--- src/uart_map.vh ---
`ifndef UART_MAP_VH
`define UART_MAP_VH

`define UF_ADDR_W       12
`define UF_DATA_W       32
`define UF_OFS_RX_GO    12'h000
`define UF_OFS_RX_END   12'h004
`define UF_OFS_TX_GO    12'h008
`define UF_OFS_TX_END   12'h00C
`define UF_OFS_SUSPEND  12'h01C
`define UF_OFS_EV_RX    12'h108
`define UF_OFS_EV_TX    12'h11C
`define UF_OFS_EV_ERR   12'h124
`define UF_OFS_EV_TO    12'h144
`define UF_OFS_ERRSRC   12'h480
`define UF_OFS_ENABLE   12'h500
`define UF_OFS_PSEL     12'h508
`define UF_OFS_RXD      12'h518
`define UF_OFS_TXD      12'h51C
`define UF_OFS_BAUD     12'h524
`define UF_OFS_CONFIG   12'h56C
`define UF_PSEL_SPAN    12'h010
`define UF_PSEL_RTS     0
`define UF_PSEL_TXD     1
`define UF_PSEL_CTS     2
`define UF_PSEL_RXD     3
`define UF_PSEL_NUM     4
`define UF_PSEL_DISC    31
`define UF_PSEL_RST     6'h20
`define UF_PIN_NUM      32
`define UF_CFG_HWFC     0
`define UF_CFG_PAR      1
`define UF_ERR_FRAME    0
`define UF_ERR_PARITY   1
`define UF_ERR_BREAK    2
`define UF_BAUD_RST     16'h01B2
`define UF_DATA_LAST    4'h7
`define UF_PAR_LAST     4'h8
`define UF_FIFO_DEPTH   6
`define UF_FIFO_LAST    3'h5
`define UF_RTS_FULL     3'h2
`define UF_RECEIVE_TIMEOUT_EVENT_BITS    8'h37

`endif

--- src/uart_flow_control_core.v ---
`include "uart_map.vh"

// Summary of operation
// - one stop bit sent and expected
// - even parity as ninth bit when configured
// - disconnected signal touches no pin
// - transmit starts only after begin-transmit task
// - one byte per data write, then sent event
// - end-transmit task stops transmitter immediately
// - flow control pauses on inactive clear-to-send
// - receive starts only after begin-receive task
// - six-entry receive FIFO, overwrite when full
// - data read pops, next byte moves in
// - request-to-send off at four free entries
// - request-to-send back only when all read
// - end-receive drops request-to-send, keeps receiving
// - receive timeout event after stop period
// - suspend finishes byte, acts as end-receive
// - begin tasks resume each direction independently
// - missing stop bit raises framing error
// - long low line raises break after framing
// - no flow control means lines always active
// - parity is even, both directions
module uart_flow_control_core (
  input  wire                   sys_clk_in,
  input  wire                   arst_n_in,
  input  wire [`UF_ADDR_W-1:0]  addr_in,
  input  wire [`UF_DATA_W-1:0]  wdata_in,
  input  wire                   wr_in,
  input  wire                   rd_in,
  output reg  [`UF_DATA_W-1:0]  rdata_out,
  input  wire [`UF_PIN_NUM-1:0] pin_in,
  output reg  [`UF_PIN_NUM-1:0] pin_out,
  output reg  [`UF_PIN_NUM-1:0] pin_oe_out
);

  localparam TX_IDLE  = 3'h0;
  localparam TX_START = 3'h1;
  localparam TX_DATA  = 3'h2;
  localparam TX_PAR   = 3'h3;
  localparam TX_STOP  = 3'h4;
  localparam RX_IDLE  = 3'h0;
  localparam RX_START = 3'h1;
  localparam RX_DATA  = 3'h2;
  localparam RX_STOP  = 3'h3;
  localparam RX_BRK   = 3'h4;

  reg rst_meta_reg;
  reg rst_n_reg;

  always @(posedge sys_clk_in or negedge arst_n_in)
  begin
    if (!arst_n_in)
    begin
      rst_meta_reg <= 1'b0;
      rst_n_reg    <= 1'b0;
    end
    else
    begin
      rst_meta_reg <= 1'b1;
      rst_n_reg    <= rst_meta_reg;
    end
  end

  // register decode
  wire        trig      = wr_in && wdata_in[0];
  wire        t_rx_go   = trig && (addr_in == `UF_OFS_RX_GO);
  wire        t_rx_end  = trig && (addr_in == `UF_OFS_RX_END);
  wire        t_tx_go   = trig && (addr_in == `UF_OFS_TX_GO);
  wire        t_tx_end  = trig && (addr_in == `UF_OFS_TX_END);
  wire        t_susp    = trig && (addr_in == `UF_OFS_SUSPEND);
  wire        wr_txd    = wr_in && (addr_in == `UF_OFS_TXD);
  wire        rd_rxd    = rd_in && (addr_in == `UF_OFS_RXD);
  wire [11:0] psel_ofs  = addr_in - `UF_OFS_PSEL;
  wire        psel_hit  = (psel_ofs < `UF_PSEL_SPAN) && (psel_ofs[1:0] == 2'h0);

  reg         enable_reg;
  reg  [1:0]  cfg_reg;
  reg  [15:0] baud_reg;
  wire        hwfc = cfg_reg[`UF_CFG_HWFC];
  wire        par_en = cfg_reg[`UF_CFG_PAR];

  // pin selects, one per serial signal
  wire [5:0]  psel [0:`UF_PSEL_NUM-1];
  genvar g;
  generate
    for (g = 0; g < `UF_PSEL_NUM; g = g + 1)
    begin : g_psel
      reg [5:0] sel_reg;
      always @(posedge sys_clk_in or negedge rst_n_reg)
      begin
        if (!rst_n_reg)
          sel_reg <= `UF_PSEL_RST;
        else if (wr_in && psel_hit && psel_ofs[3:2] == g)
          sel_reg <= {wdata_in[`UF_PSEL_DISC], wdata_in[4:0]};
      end
      assign psel[g] = sel_reg;
    end
  endgenerate

  // a signal is attached only while enabled and connected
  wire rts_att = enable_reg && !psel[`UF_PSEL_RTS][5];
  wire txd_att = enable_reg && !psel[`UF_PSEL_TXD][5];
  wire cts_att = enable_reg && !psel[`UF_PSEL_CTS][5];
  wire rxd_att = enable_reg && !psel[`UF_PSEL_RXD][5];
  wire rxd_line = rxd_att ? pin_in[psel[`UF_PSEL_RXD][4:0]] : 1'b1;
  wire cts_n    = cts_att ? pin_in[psel[`UF_PSEL_CTS][4:0]] : 1'b1;
  wire cts_ok   = !hwfc || !cts_n;

  reg tx_line_reg;
  reg rts_off_reg;
  wire rts_n = hwfc ? rts_off_reg : 1'b0;

  always @*
  begin
    pin_out    = {`UF_PIN_NUM{1'b1}};
    pin_oe_out = {`UF_PIN_NUM{1'b0}};
    if (txd_att)
    begin
      pin_out[psel[`UF_PSEL_TXD][4:0]]    = tx_line_reg;
      pin_oe_out[psel[`UF_PSEL_TXD][4:0]] = 1'b1;
    end
    if (rts_att)
    begin
      pin_out[psel[`UF_PSEL_RTS][4:0]]    = rts_n;
      pin_oe_out[psel[`UF_PSEL_RTS][4:0]] = 1'b1;
    end
  end

  // transmitter
  reg [2:0]  tx_st_reg;
  reg [15:0] tx_cnt_reg;
  reg [3:0]  tx_bit_reg;
  reg [7:0]  tx_sh_reg;
  reg [7:0]  txd_reg;
  reg        tx_par_reg;
  reg        tx_on_reg;
  reg        tx_susp_reg;
  reg        tx_pend_reg;
  reg        tx_done_reg;
  wire       tx_tick = (tx_cnt_reg == 16'h0000);

  always @(posedge sys_clk_in or negedge rst_n_reg)
  begin
    if (!rst_n_reg)
    begin
      tx_st_reg   <= TX_IDLE;
      tx_cnt_reg  <= 16'h0000;
      tx_bit_reg  <= 4'h0;
      tx_sh_reg   <= 8'h00;
      txd_reg     <= 8'h00;
      tx_par_reg  <= 1'b0;
      tx_on_reg   <= 1'b0;
      tx_susp_reg <= 1'b0;
      tx_pend_reg <= 1'b0;
      tx_done_reg <= 1'b0;
      tx_line_reg <= 1'b1;
    end
    else
    begin
      tx_done_reg <= 1'b0;
      if (wr_txd)
      begin
        txd_reg     <= wdata_in[7:0];
        tx_pend_reg <= 1'b1;
      end
      if (t_tx_end)
      begin
        tx_on_reg   <= 1'b0;
        tx_susp_reg <= 1'b0;
        tx_st_reg   <= TX_IDLE;
        tx_line_reg <= 1'b1;
      end
      else
      begin
        if (t_tx_go)
        begin
          tx_on_reg   <= 1'b1;
          tx_susp_reg <= 1'b0;
        end
        else if (t_susp)
          tx_susp_reg <= 1'b1;
        if (!tx_tick && tx_st_reg != TX_IDLE)
          tx_cnt_reg <= tx_cnt_reg - 16'h0001;
        else
          tx_cnt_reg <= baud_reg - 16'h0001;
        case (tx_st_reg)
          TX_IDLE:
          begin
            tx_line_reg <= 1'b1;
            if (tx_susp_reg)
            begin
              tx_on_reg   <= 1'b0;
              tx_susp_reg <= 1'b0;
            end
            else if (tx_on_reg && tx_pend_reg && cts_ok && !wr_txd)
            begin
              tx_sh_reg   <= txd_reg;
              tx_par_reg  <= ^txd_reg;
              tx_pend_reg <= 1'b0;
              tx_bit_reg  <= 4'h0;
              tx_line_reg <= 1'b0;
              tx_st_reg   <= TX_START;
            end
          end
          TX_START:
            if (tx_tick)
            begin
              tx_line_reg <= tx_sh_reg[0];
              tx_st_reg   <= TX_DATA;
            end
          TX_DATA:
            if (tx_tick)
            begin
              if (tx_bit_reg == `UF_DATA_LAST)
              begin
                tx_line_reg <= par_en ? tx_par_reg : 1'b1;
                tx_st_reg   <= par_en ? TX_PAR : TX_STOP;
              end
              else
              begin
                tx_sh_reg   <= {1'b0, tx_sh_reg[7:1]};
                tx_line_reg <= tx_sh_reg[1];
                tx_bit_reg  <= tx_bit_reg + 4'h1;
              end
            end
          TX_PAR:
            if (tx_tick)
            begin
              tx_line_reg <= 1'b1;
              tx_st_reg   <= TX_STOP;
            end
          TX_STOP:
            if (tx_tick)
            begin
              tx_st_reg   <= TX_IDLE;
              tx_done_reg <= 1'b1;
            end
          default:
            tx_st_reg <= TX_IDLE;
        endcase
      end
    end
  end

  // receiver
  reg [2:0]  rx_st_reg;
  reg [15:0] rx_cnt_reg;
  reg [3:0]  rx_bit_reg;
  reg [8:0]  rx_sh_reg;
  reg        rx_on_reg;
  reg        rx_stop_reg;
  reg [15:0] to_cnt_reg;
  reg [7:0]  to_bits_reg;
  reg        to_done_reg;
  reg        rx_push_reg;
  reg [7:0]  rx_byte_reg;
  reg        fe_reg;
  reg        pe_reg;
  reg        brk_reg;
  wire       rx_tick = (rx_cnt_reg == 16'h0000);
  wire [3:0] rx_last = par_en ? `UF_PAR_LAST : `UF_DATA_LAST;
  wire [7:0] rx_data = par_en ? rx_sh_reg[7:0] : rx_sh_reg[8:1];
  wire       rx_perr = par_en && (^rx_sh_reg);

  always @(posedge sys_clk_in or negedge rst_n_reg)
  begin
    if (!rst_n_reg)
    begin
      rx_st_reg   <= RX_IDLE;
      rx_cnt_reg  <= 16'h0000;
      rx_bit_reg  <= 4'h0;
      rx_sh_reg   <= 9'h000;
      rx_on_reg   <= 1'b0;
      rx_stop_reg <= 1'b0;
      to_cnt_reg  <= 16'h0000;
      to_bits_reg <= 8'h00;
      to_done_reg <= 1'b0;
      rx_push_reg <= 1'b0;
      rx_byte_reg <= 8'h00;
      fe_reg      <= 1'b0;
      pe_reg      <= 1'b0;
      brk_reg     <= 1'b0;
    end
    else
    begin
      rx_push_reg <= 1'b0;
      fe_reg      <= 1'b0;
      pe_reg      <= 1'b0;
      brk_reg     <= 1'b0;
      to_done_reg <= 1'b0;
      if (t_rx_go)
      begin
        rx_on_reg   <= 1'b1;
        rx_stop_reg <= 1'b0;
      end
      else if ((t_rx_end || t_susp) && rx_on_reg && !rx_stop_reg)
      begin
        rx_stop_reg <= 1'b1;
        to_cnt_reg  <= baud_reg - 16'h0001;
        to_bits_reg <= 8'h00;
      end
      else if (rx_stop_reg)
      begin
        // keep receiving for a fixed number of bit times
        if (to_cnt_reg != 16'h0000)
          to_cnt_reg <= to_cnt_reg - 16'h0001;
        else if (to_bits_reg == `UF_RECEIVE_TIMEOUT_EVENT_BITS)
        begin
          rx_on_reg   <= 1'b0;
          rx_stop_reg <= 1'b0;
          to_done_reg <= 1'b1;
        end
        else
        begin
          to_cnt_reg  <= baud_reg - 16'h0001;
          to_bits_reg <= to_bits_reg + 8'h01;
        end
      end
      if (!rx_tick)
        rx_cnt_reg <= rx_cnt_reg - 16'h0001;
      else
        rx_cnt_reg <= baud_reg - 16'h0001;
      case (rx_st_reg)
        RX_IDLE:
          if (rx_on_reg && !rxd_line)
          begin
            rx_cnt_reg <= {1'b0, baud_reg[15:1]};
            rx_st_reg  <= RX_START;
          end
        RX_START:
          if (rx_tick)
          begin
            rx_bit_reg <= 4'h0;
            rx_st_reg  <= rxd_line ? RX_IDLE : RX_DATA;
          end
        RX_DATA:
          if (rx_tick)
          begin
            rx_sh_reg  <= {rxd_line, rx_sh_reg[8:1]};
            rx_bit_reg <= rx_bit_reg + 4'h1;
            if (rx_bit_reg == rx_last)
              rx_st_reg <= RX_STOP;
          end
        RX_STOP:
          if (rx_tick)
          begin
            rx_push_reg <= 1'b1;
            rx_byte_reg <= rx_data;
            pe_reg      <= rx_perr;
            fe_reg      <= !rxd_line;
            rx_bit_reg  <= 4'h0;
            rx_st_reg   <= rxd_line ? RX_IDLE : RX_BRK;
          end
        RX_BRK:
          // line still low one bit time after the stop-bit sample is a break
          if (rxd_line)
            rx_st_reg <= RX_IDLE;
          else if (rx_tick && rx_bit_reg == 4'h0)
          begin
            brk_reg    <= 1'b1;
            rx_bit_reg <= 4'h1;
          end
        default:
          rx_st_reg <= RX_IDLE;
      endcase
    end
  end

  // receive FIFO and data register
  wire [7:0] fifo_data;
  wire [2:0] fifo_count;
  wire       fifo_empty;
  reg  [7:0] rxd_reg;
  reg        rxd_full_reg;
  wire       move_in = !rxd_full_reg && !fifo_empty;

  uart_rx_fifo u_fifo (
    .clk_in    (sys_clk_in),
    .rst_n_in  (rst_n_reg),
    .push_in   (rx_push_reg),
    .data_in   (rx_byte_reg),
    .pop_in    (move_in),
    .data_out  (fifo_data),
    .count_out (fifo_count),
    .empty_out (fifo_empty)
  );

  // events, error source and configuration
  reg       ev_rx_reg;
  reg       ev_tx_reg;
  reg       ev_err_reg;
  reg       ev_to_reg;
  reg [2:0] errsrc_reg;
  wire      err_set = fe_reg || pe_reg || brk_reg;
  wire      ev_wr = wr_in && !wdata_in[0];

  always @(posedge sys_clk_in or negedge rst_n_reg)
  begin
    if (!rst_n_reg)
    begin
      rxd_reg      <= 8'h00;
      rxd_full_reg <= 1'b0;
      rts_off_reg  <= 1'b1;
      ev_rx_reg    <= 1'b0;
      ev_tx_reg    <= 1'b0;
      ev_err_reg   <= 1'b0;
      ev_to_reg    <= 1'b0;
      errsrc_reg   <= 3'h0;
      enable_reg   <= 1'b0;
      cfg_reg      <= 2'h0;
      baud_reg     <= `UF_BAUD_RST;
      rdata_out    <= 32'h00000000;
    end
    else
    begin
      if (move_in)
      begin
        rxd_reg      <= fifo_data;
        rxd_full_reg <= 1'b1;
      end
      else if (rd_rxd)
        rxd_full_reg <= 1'b0;
      if (!rx_on_reg || rx_stop_reg || fifo_count >= `UF_RTS_FULL)
        rts_off_reg <= 1'b1;
      else if (fifo_count == 3'h0 && !rxd_full_reg)
        rts_off_reg <= 1'b0;
      // a set in the same cycle as a clear wins
      ev_rx_reg  <= move_in  || (ev_rx_reg  && !(ev_wr && addr_in == `UF_OFS_EV_RX));
      ev_tx_reg  <= tx_done_reg || (ev_tx_reg && !(ev_wr && addr_in == `UF_OFS_EV_TX));
      ev_err_reg <= err_set  || (ev_err_reg && !(ev_wr && addr_in == `UF_OFS_EV_ERR));
      ev_to_reg  <= to_done_reg || (ev_to_reg && !(ev_wr && addr_in == `UF_OFS_EV_TO));
      errsrc_reg <= {brk_reg, pe_reg, fe_reg} | (errsrc_reg &
                    ~((wr_in && addr_in == `UF_OFS_ERRSRC) ? wdata_in[2:0] : 3'h0));
      if (wr_in && addr_in == `UF_OFS_ENABLE)
        enable_reg <= wdata_in[0];
      if (wr_in && addr_in == `UF_OFS_CONFIG)
        cfg_reg <= wdata_in[1:0];
      if (wr_in && addr_in == `UF_OFS_BAUD)
        baud_reg <= wdata_in[15:0];
      rdata_out <= 32'h00000000;
      if (rd_in)
      begin
        if (psel_hit)
          rdata_out <= {psel[psel_ofs[3:2]][5], 26'h0000000, psel[psel_ofs[3:2]][4:0]};
        case (addr_in)
          `UF_OFS_EV_RX:  rdata_out <= {31'h00000000, ev_rx_reg};
          `UF_OFS_EV_TX:  rdata_out <= {31'h00000000, ev_tx_reg};
          `UF_OFS_EV_ERR: rdata_out <= {31'h00000000, ev_err_reg};
          `UF_OFS_EV_TO:  rdata_out <= {31'h00000000, ev_to_reg};
          `UF_OFS_ERRSRC: rdata_out <= {29'h00000000, errsrc_reg};
          `UF_OFS_ENABLE: rdata_out <= {31'h00000000, enable_reg};
          `UF_OFS_RXD:    rdata_out <= {24'h000000, rxd_reg};
          `UF_OFS_BAUD:   rdata_out <= {16'h0000, baud_reg};
          `UF_OFS_CONFIG: rdata_out <= {30'h00000000, cfg_reg};
          default:        ;
        endcase
      end
    end
  end

endmodule // uart_flow_control_core

--- src/uart_rx_fifo.v ---
`include "uart_map.vh"

module uart_rx_fifo (
  input  wire       clk_in,
  input  wire       rst_n_in,
  input  wire       push_in,
  input  wire [7:0] data_in,
  input  wire       pop_in,
  output wire [7:0] data_out,
  output reg  [2:0] count_out,
  output wire       empty_out
);

  reg [7:0] mem [0:`UF_FIFO_DEPTH-1];
  reg [2:0] wr_ptr_reg;
  reg [2:0] rd_ptr_reg;
  wire      full = (count_out == `UF_FIFO_LAST + 3'h1);
  wire      do_pop = pop_in && !empty_out;
  // when full and not drained, the newest entry is overwritten
  wire      over = push_in && full && !do_pop;
  wire [2:0] wr_last = (wr_ptr_reg == 3'h0) ? `UF_FIFO_LAST : wr_ptr_reg - 3'h1;

  assign empty_out = (count_out == 3'h0);
  assign data_out  = mem[rd_ptr_reg];

  always @(posedge clk_in)
  begin
    if (push_in)
      mem[over ? wr_last : wr_ptr_reg] <= data_in;
  end

  always @(posedge clk_in or negedge rst_n_in)
  begin
    if (!rst_n_in)
    begin
      wr_ptr_reg <= 3'h0;
      rd_ptr_reg <= 3'h0;
      count_out  <= 3'h0;
    end
    else
    begin
      if (push_in && !over)
        wr_ptr_reg <= (wr_ptr_reg == `UF_FIFO_LAST) ? 3'h0 : wr_ptr_reg + 3'h1;
      if (do_pop)
        rd_ptr_reg <= (rd_ptr_reg == `UF_FIFO_LAST) ? 3'h0 : rd_ptr_reg + 3'h1;
      if (push_in && !over && !do_pop)
        count_out <= count_out + 3'h1;
      else if (do_pop && !(push_in && !over))
        count_out <= count_out - 3'h1;
    end
  end

endmodule // uart_rx_fifo
--- config.mk ---
export PLATFORM = sky130hd
export DESIGN_NAME = uart_flow_control_core
export DESIGN_NICKNAME = d
export VERILOG_FILES = /design/src/uart_flow_control_core.v /design/src/uart_rx_fifo.v
export VERILOG_INCLUDE_DIRS = /design/src
export SDC_FILE = /design/constraint.sdc
export NUM_CORES = 1
export LEC_CHECK = 0
export BUFFER_PORTS_ARGS = -buffer_cell sky130_fd_sc_hd__buf_2
export CAP_MARGIN = 20
export CORE_MARGIN = 5
export CORE_UTILIZATION = 50
export DETAILED_ROUTE_END_ITERATION = 12
export MAX_ROUTING_LAYER = met4
export PLACE_DENSITY_LB_ADDON = 0.15
export SLEW_MARGIN = 20
export SYNTH_ARGS = -nofsm -noshare
export SYNTH_HDL_FRONTEND = slang
export SYNTH_HIERARCHICAL = 1
export SYNTH_SLANG_ARGS = --single-unit
--- constraint.sdc ---
create_clock -name sys_clk_in -period 7.4 [get_ports sys_clk_in]
set_clock_uncertainty 0.05 [all_clocks]
set_input_delay 1.48 -clock sys_clk_in [delete_from_list [all_inputs] [get_ports sys_clk_in]]
set_output_delay 1.48 -clock sys_clk_in [all_outputs]
set_load 0.05 [all_outputs]
== Yosys cells after proc, flatten, opt, wreduce, memory -nomap -nowiden ==
Memories as Yosys holds them, arrays and structs flattened. A register that Yosys moved wholly into a read port is not among the register bits.
Index checks and enable logic that the tools add are counted.
Storage, ports and cells
  word-level logic and storage cells: 384
  input port bits: 80
  output and inout bits: 96
  memories kept: 1
  register bits: 211
  bits in writable memories: 48
Operators by class
  $lt $le $gt $ge: 9
  $add $sub $neg: 13
  reductions and logical operators: 117
  multiplexer cells: 133
  eq/ne operators: 56
  bitwise operators: 10
Memory list
  u_fifo.mem: words 6, width 8, read ports 1, clocked after Yosys merged registers in 1, write ports 1, RTL line uart_rx_fifo.v:14  | reg [7:0] mem [0:`UF_FIFO_DEPTH-1];
Operators with widths (number)
  32-bit one-hot mux with 9 select lines: 1
  32-bit two-way mux: 6
  16-bit two-way mux: 8
  12-bit by 11-bit equality test with 1-bit output, second input constant: 6
  8-bit two-way mux: 9
  3-bit two-way mux: 23
  32-bit OR: 2
  16-bit by 1-bit subtractor with 16-bit output, second input constant: 4
  1-bit two-way mux: 62
  1-bit logical AND: 50
  12-bit by 9-bit equality test with 1-bit output, second input constant: 4
  4-bit two-way mux: 9
  32-bit bitwise mux: 1
  16-bit zero test: 2
  2-bit != test, second input constant: 16
  32-bit inverter: 1
  3-bit one-hot mux with 5 select lines: 2
  12-bit by 4-bit equality test with 1-bit output, second input constant: 2
  5-bit by 6-bit less-than comparator with 1-bit output, second input constant: 4
  3-bit != test, second input constant: 8
  1-bit zero test: 22
  8-bit one-hot mux with 2 select lines: 1
  4-bit AND reduction: 4
  16-bit nonzero test: 1
  49 further kinds: 90

== Depth between registers and ports, before layout ==
Gate-level depths: netlist of the first run.
  depth after elaboration: 12
  mapped depth: 13
  mapped depth without buffers: 11

== By module ==
Netlist of the first run, hierarchy kept.
By module, submodules not included
  uart_flow_control_core: times used 1, seq. area each 4893.4 µm², area each 12022.8 µm², cells an instance 1277
  uart_rx_fifo: times used 1, seq. area each 1666.6 µm², area each 2474.9 µm², cells an instance 152

== Least setup slack after synthesis of the first run ==
OpenSTA, ideal clock, no wires.
  path type: register to output
  start: register g_psel[1].sel_reg[5]
  end: output port pin_out[28]
  cell stages (with the launch flop): 6
  arrival: 2.935 ns
  setup slack: 2.935 ns
  data required time: 5.870 ns
  path buffers: 1
  cell sequence: dfstp_2 nand2b_1 or3_1 clkbuf_1 o21ai_0 nand3_1
On the way
  word-level cells in the longest chain between the ends: 5
RTL lines
  start, declared: RTL line uart_flow_control_core.v:89  | reg [5:0] sel_reg;
  start signal, assigned: RTL line uart_flow_control_core.v:93  | sel_reg <= `UF_PSEL_RST;
  start signal, assigned: RTL line uart_flow_control_core.v:95  | sel_reg <= {wdata_in[`UF_PSEL_DISC], wdata_in[4:0]};
  1-bit zero test (*): RTL line uart_flow_control_core.v:103  | wire txd_att = enable_reg && !psel[`UF_PSEL_TXD][5];
  1-bit logical AND (*): RTL line uart_flow_control_core.v:103
  32-bit two-way mux (*): RTL line uart_flow_control_core.v:118  | if (txd_att)
  32-bit bitwise mux: RTL line uart_flow_control_core.v:125  | pin_out[psel[`UF_PSEL_RTS][4:0]] = rts_n;
  32-bit two-way mux (*): RTL line uart_flow_control_core.v:123  | if (rts_att)
  end, declared: RTL line uart_flow_control_core.v:33  | output reg [`UF_PIN_NUM-1:0] pin_out,
Mark *: on every way between the ends. The rest lies on a longest branch, timed or not.

== Worst setup path after layout of the first run ==
  start: register enable_reg
  end: output port pin_out[17]
On the way
  word-level cells in the longest chain between the ends: 4
  elaborated cells between the ends (all ways): 5
  classes of those cells: mux: 3; reduce/logical: 2
RTL lines
  start, declared: RTL line uart_flow_control_core.v:77  | reg enable_reg;
  start signal, assigned: RTL line uart_flow_control_core.v:436  | enable_reg <= wdata_in[0];
  1-bit logical AND: RTL line uart_flow_control_core.v:103
  32-bit two-way mux: RTL line uart_flow_control_core.v:118
  32-bit bitwise mux: RTL line uart_flow_control_core.v:125
  32-bit two-way mux (*): RTL line uart_flow_control_core.v:123
Marked as above.

==> results of run 1 <==
worst max-delay path: cells and delay by family (launching register included):
kind / cells / cell delay (ns)
buffers and inverters: 1 / 0.26
AND/OR/NAND/NOR: 3 / 1.31
flip-flops: 1 / 0.59
AO/OA/AOI/OAI: 1 / 0.20
where the power goes:
| part | total [mW] | switching, mW | internal, mW |
|---|---|---|---|
| logic | 0.345 | 0.210 | 0.135 |
| clock network | 1.51 | 0.571 | 0.941 |
| registers | 1.55 | 0.0859 | 1.47 |
| total | 3.41 | 0.867 | 2.54 |
layout make-up:
type / instances / area (um2) / share of cell area (%)
Sequential cell: 252 / 6560 / 39.9
Multi-Input combinational cell: 1052 / 7400 / 44.9
Timing Repair Buffer: 159 / 862 / 5.23
Inverter: 36 / 135 / 0.820
Antenna cell: 1 / 2.50 / 0.0152
Clock inverter: 11 / 173 / 1.05
Clock buffer: 40 / 852 / 5.17
Tap cell: 384 / 480 / 2.92
synth_stat cells (all sizes together) (8+ instances only):
| master | n | area, um2 |
|---|---|---|
| or3 | 19 | 119 |
| inv | 36 | 135 |
| dfrtp | 193 | 4830 |
| and3b | 9 | 78.8 |
| a31oi | 30 | 188 |
| a21oi | 58 | 290 |
| clkbuf | 72 | 272 |
| mux2i | 26 | 260 |
| dfstp | 11 | 289 |
| a22o | 8 | 70.1 |
| buf | 31 | 213 |
| ha | 14 | 175 |
| nand2 | 131 | 492 |
| nand3 | 48 | 245 |
| mux2 | 117 | 1340 |
| and3 | 25 | 156 |
| nor2 | 124 | 473 |
| nor4 | 18 | 119 |
| edfxtp | 48 | 1440 |
| nor3 | 45 | 235 |
| nor3b | 12 | 90.1 |
| mux4 | 29 | 653 |
| nor2b | 9 | 56.3 |
| o211ai | 13 | 97.6 |
| nand4 | 19 | 119 |
| o21ai | 91 | 455 |
| xor2 | 19 | 166 |
| xnor2 | 29 | 254 |
| a22oi | 11 | 82.6 |
| o22ai | 10 | 62.6 |
| nand2b | 10 | 62.6 |
worst min path at each step:
stage	from	to	slack, ns	cells past startpoint
global placement	rst_meta_reg	rst_n_reg	0.30	0
detailed placement	rst_meta_reg	rst_n_reg	0.30	0
global route	rst_meta_reg	rst_n_reg	0.33	0
CTS	rst_meta_reg	rst_n_reg	0.31	0
finish	rst_n_reg	u_fifo/count_out[2]	0.30	0
floorplan	rst_meta_reg	rst_n_reg	0.28	0
metrics by stage:
step                      power (mW)  hold WS [ns]  setup WS, ns  cells  area, um2
after detailed placement        1.92         0.296          2.43   1881      15400
after global routing            3.56         0.328          2.79   1935      16500
final                           3.41         0.303          2.96   1935      16500
after global placement          1.91         0.295          2.50   1881      15400
after floorplan                 1.82         0.281          1.26   1443      14600
after CTS                       3.44         0.311          2.95   1932      16400
metal layers:
metal  global-route usage [%]  up-vias
li1                         -     5430
met1                     31.8     5756
met2                     37.9      385
met3                     2.79       75
met4                     5.84        0
met5                        -        -
logic make-up (layout without fill, tap and decap cells):
family	count (synthesis)	count (layout)
simple gates	525	525
compound gates	276	276
flops	252	252
mux	172	172
buf+inv	139	246
xor+xnor	48	48
fa+ha+maj	15	15
other cells	2	17
==> impl_results.md, run 1 <==
- Setup TNS: 0 ns
- Critical register-to-register path startpoint: g_psel[3].sel_reg[0]
- All-Layer GR Usage: a little under a quarter
- Vias: 11,600
- Critical Path Sink Type: output pin
- Area delta synth->final: 13.6%
- Vias/cell: approximately 6.0
- Worst Path Max Fanout: 13
- CTS resizes: 0
- First-pass GRT wire length: just over 60 mm
- DR iter-0 viols: ~650
- Root buf cell: clkbuf_16
- Worst-margin pin slew: 1.08 ns
- Routed WL: ~38 mm
- Setup-failing EPs final: 0
- Status: finished, final reports clean
- #FFs+latches synth: ~250
- Fmax: between 0.2 and 0.25 GHz
- TritonCTS clock tree: built
- R2R setup slack: 3.64 ns
- Clock-pin slew on the worst setup and hold paths: approximately 0.07 ns
- Worst reg2reg path depth: 5
- PwrDens: ~210 nW/um2
- DRT antenna net count: 0
- Max-slew violations: 0
- Ports: approximately 180
- Max IR drop VDD: about 0.16 mV
- CP Launch Point: enable_reg
- Vias in the first global route: roughly 12,000
- Post-DP HPWL: between 20 and 30 mm
- H-tree depth: 1
- CTS Buffer Depth: 3
- CP max stage delay: 0.60 ns
- DR DRC count: 0
- Metal2 WL: around 18 mm
- Die width: around 180 um
- Starting Density: 50.5%
- Relative slew margins: a little over a quarter
- Slowest stage cell, crit path: or3b_2
- Max-cap viol count: 0
- Fillers: between 2,000 and 3,000
- Synth Area in Adders: under 10%
- GRT Residual Overflow: 0
- Mux cell area share after synthesis: 15.5%
- CP Data Required Time: around 5.9 ns
- Seq/Total Area, Yosys: roughly 45%
- Die Span Y: ~180 um
- Hold Crit Class: reg2async
- Fin util: between 50% and 60%
- R2r endpoint: rx_cnt_reg[1]
- Crit path cell chain: nand2b_1, or3b_2, nor2_1, a31oi_1, buf_2
- Die area: 32,500 um2
- CP Capture Point: pin_out[17]
- Clk sink count: 252
- Fin. Hold Viols: 0
- Ys Warns: 6
- Initial antenna violation count: 1
- Num CTS Buffers: 28
- Tmin final: around 4.4 ns
- Largest net degree at the start of global routing: 78
- Core area: 28,700 um2
- Share of layout cells above drive strength 1: 25.2%
- Avg Inst Size Synth: ~10 um2
- Synth cell types: 85
- Area of the mapped netlist: 14,500 um2
- WS Path Type: reg2out
- RePlAce Congestion: around 0.9
- Simple-gate share of the synthesized area: a little under a fifth
- Synth Area in XOR/XNOR: 2.90%
- Routed wl met3: about 1.9 mm
- CP arrival: 2.91 ns
- Top_reg_cell synth: dfrtp_1
- Post-Synthesis Cells: between 1,000 and 1,500
- Rows: 62
- EDFF count, synth: 48
- Leakage power: around 7.2 nW
- Final nets: around 1,600
- Asr flop ratio synth: 81.0%
- Largest family of logic cells by synthesized area: simple AND/OR/NAND/NOR gates
- Worst setup SP type: flop
- Later-pin clock latency in the skew report: between 0.5 and 0.6 ns
- PortBufs: roughly 150
- Largest register FFs: 48
- Most common cell after layout, fill and taps aside: dfrtp_1
- Drt pass-1 iters: 5
- Final Cycle Share: approximately three fifths
- Drt wl/cell: slightly below 20 um
- Compound-Gate Fraction of Synth Area: a little under an eighth
- CTS hold repair buffers: 0
- Top routing layer in use: met4
- Post-CTS setup buffer count: 0
- RSZ-0062 raised after global routing: no
- Most frequent cells in the layout: dfrtp_1, buf_2, nand2_1, nor2_1, mux2_2
- Wl on met1: 16.4 mm
No activity file was read; power rests on OpenSTA's default activity.
==> run 2, diff against run 1 <==
==> constraint.sdc (replaced) <==
create_clock -name sys_clk_in -period 4.3 [get_ports sys_clk_in]
set_clock_uncertainty 0.05 [all_clocks]
set_input_delay 0.86 -clock sys_clk_in [delete_from_list [all_inputs] [get_ports sys_clk_in]]
set_output_delay 0.86 -clock sys_clk_in [all_outputs]
set_load 0.05 [all_outputs]
==> impl_results.md, run 2 (same netlist as run 1, synthesis figures left out) <==
- Slowest stage cell, crit path: dfrtp_1
- GRT Residual Overflow: 0 (unchanged)
- CTS resizes: 0 (unchanged)
- Max-cap viol count: 0 (unchanged)
- Clock Power Share: 42.6% (-1.7 points)
- Post-place setup slack: 0.639 ns (-1.80 ns)
- Max IR drop VDD: 0.277 mV (+74%)
- Core area: 28,700 um2 (unchanged)
- Internal power: 4.19 mW (+65%)
- Die Span Y: 180 um (unchanged)
- Crit path cell chain: nand2b_1, or3b_2, nor2_1, a31oi_1, buf_2
- Power share of the combinational group: 10.5% (+0.4 points)
- Largest register FFs: 48 (unchanged)
- Largest net degree at the start of global routing: 87 (+12%)
- Vias/cell: 5.94 (-1.3%)
- Setup TNS: 0 ns (unchanged)
- PwrDens: 346 nW/um2 (+67%)
- Share of layout cells above drive strength 1: 25.7% (+0.44 points)
- Most frequent cells in the layout: dfrtp_1, buf_2, nand2_1, nor2_1, mux2_2
- Ports: 176 (unchanged)
- Area delta synth->final: 13.5% (about the same)
- Fmax: about 0.26 GHz
- Num CTS Buffers: 29 (+3.6%)
- Vias in the first global route: 11,500 (-0.026%)
- DRT antenna net count: 0 (unchanged)
- Critical register-to-register path startpoint: u_fifo/count_out[2]
- Fin. Hold Viols: 0 (unchanged)
- DR DRC count: 0 (unchanged)
- Power share of the sequential group: 46.9% (+1.3 points)
- Setup WS post-layout: 0.393 ns (-2.57 ns)
- Vias: 11,600 (-0.52%)
- Later-pin clock latency in the skew report: 0.56 ns (about the same)
- NetSw: 1.51 mW (+74%)
- Starting Density: 50.5% (unchanged)
- Die area: 32,500 um2 (unchanged)
- Worst setup SP type: flop
- RSZ-0062 raised after global routing: no
- WS Path Type: reg2out
- Max-slew violations: 0 (unchanged)
- Sw frac: 26.5% (+1.0 points)
- First-pass GRT wire length: 62.0 mm (+0.16%)
- Worst Path Max Fanout: 13 (unchanged)
- Final nets: 1,638 (+0.86%)
- Leakage power: 7.20 nW (+0.16%)
- Clk sink count: 252 (unchanged)
- Rows: 62 (unchanged)
- DR iter-0 viols: 783 (+20%)
- Fillers: 2,510 (-0.12%)
- CTS hold repair buffers: 0 (unchanged)
- CP arrival: 3.00 ns (+0.09 ns)
- Relative slew margins: 30.7% (+3.6 points)
- Root buf cell: clkbuf_16
- TritonCTS clock tree: built
- Post-DP HPWL: 27.1 mm (+2.0%)
- Setup-failing EPs final: 0 (unchanged)
- PortBufs: 145 (unchanged)
- Post-CTS setup buffer count: 0 (unchanged)
- Hold Crit Class: in2async
- Worst-margin pin slew: 1.04 ns (-0.0491 ns)
- CP max stage delay: 0.63 ns (+0.03 ns)
- Die width: 180 um (unchanged)
- Initial antenna violation count: 2 (+1)
- Post-route cell area: 16,500 um2 (about the same)
- All-Layer GR Usage: 23.6% (+0.25 points)
- Final Cycle Share: 90.8%
- Critical Path Sink Type: output pin
- Routed WL: 37.8 mm (+0.48%)
- Final hold slack: 0.0304 ns (-0.273 ns)
- Tmin final: ~4 ns
- RePlAce Congestion: 0.894 (-0.99%)
- H-tree depth: 1 (unchanged)
- Status: finished, final reports clean
- Drt pass-1 iters: 5 (unchanged)
- CTS Buffer Depth: 3 (unchanged)
- Area after DPL: 15,500 um2 (+0.81%)
- Drt wl/cell: 19.4 um (-0.35%)
- Most common cell after layout, fill and taps aside: dfrtp_1
- CP Launch Point: enable_reg
- Clock-pin slew on the worst setup and hold paths: 0.06 ns (about the same)
- CP Data Required Time: 3.39 ns (-2.48 ns)
-- run 2: final timing paths --
check	end	slack [ns]	cells past startpoint
max in group asynchronous	tx_line_reg	2.93	1
worst max register to register	u_fifo/count_out[2]	0.69	11
worst max-delay path	pin_out[21]	0.39	5
worst min-delay path	rst_n_reg	0.03	1
worst min register to register	u_fifo/count_out[2]	0.30	0
min in group sys_clk_in	rst_n_reg	0.30	0
-- run 2: power groups by stage --
stage	sequential, mW	combinational (mW)	clock (mW)
2_1_floorplan	2.67	0.456	0
3_3_place_gp	2.71	0.583	0
3_5_place_dp	2.71	0.598	0
4_1_cts	2.67	0.597	2.48
5_1_grt	2.69	0.681	2.59
6_report	2.67	0.597	2.43
-- run 2: final cells by class --
type	instances	area, um2	area share [%]
Clock buffer	43	848	5.15
Timing Repair Buffer	172	941	5.72
Sequential cell	252	6560	39.9
Clock inverter	11	106	0.646
Multi-Input combinational cell	1052	7380	44.9
Antenna cell	1	2.50	0.0152
Inverter	36	135	0.821
Tap cell	384	480	2.92
-- run 2: worst max-delay path: cells and delay by family (launching register included) --
family                 cells  cell delay (ns)
AOI/OAI and AO/OA          1             0.20
buffers and inverters      1             0.27
DFF                        1             0.63
and+or+nand+nor            3             1.33
-- run 2: per-layer routing --
metal / wire (um) / vias to the layer above / part of all wire [%] / global-route usage (%)
li1: - / 5466 / - / -
met1: 16400 / 5706 / 43 / 31.6
met2: 18300 / 331 / 48 / 38.6
met3: 2030 / 83 / 5.4 / 3.17
met4: 1070 / 0 / 2.8 / 6.14
met5: 0 / - / 0 / -
-- run 2: through the flow --
step | utilization, % | power [mW] | std cells
CTS | 57.3 | 5.75 | 1950
finish | 57.4 | 5.70 | 1951
detailed placement | 54.0 | 3.31 | 1896
global route | 57.4 | 5.96 | 1951
global placement | 54.0 | 3.29 | 1896
floorplan | - | 3.13 | 1443
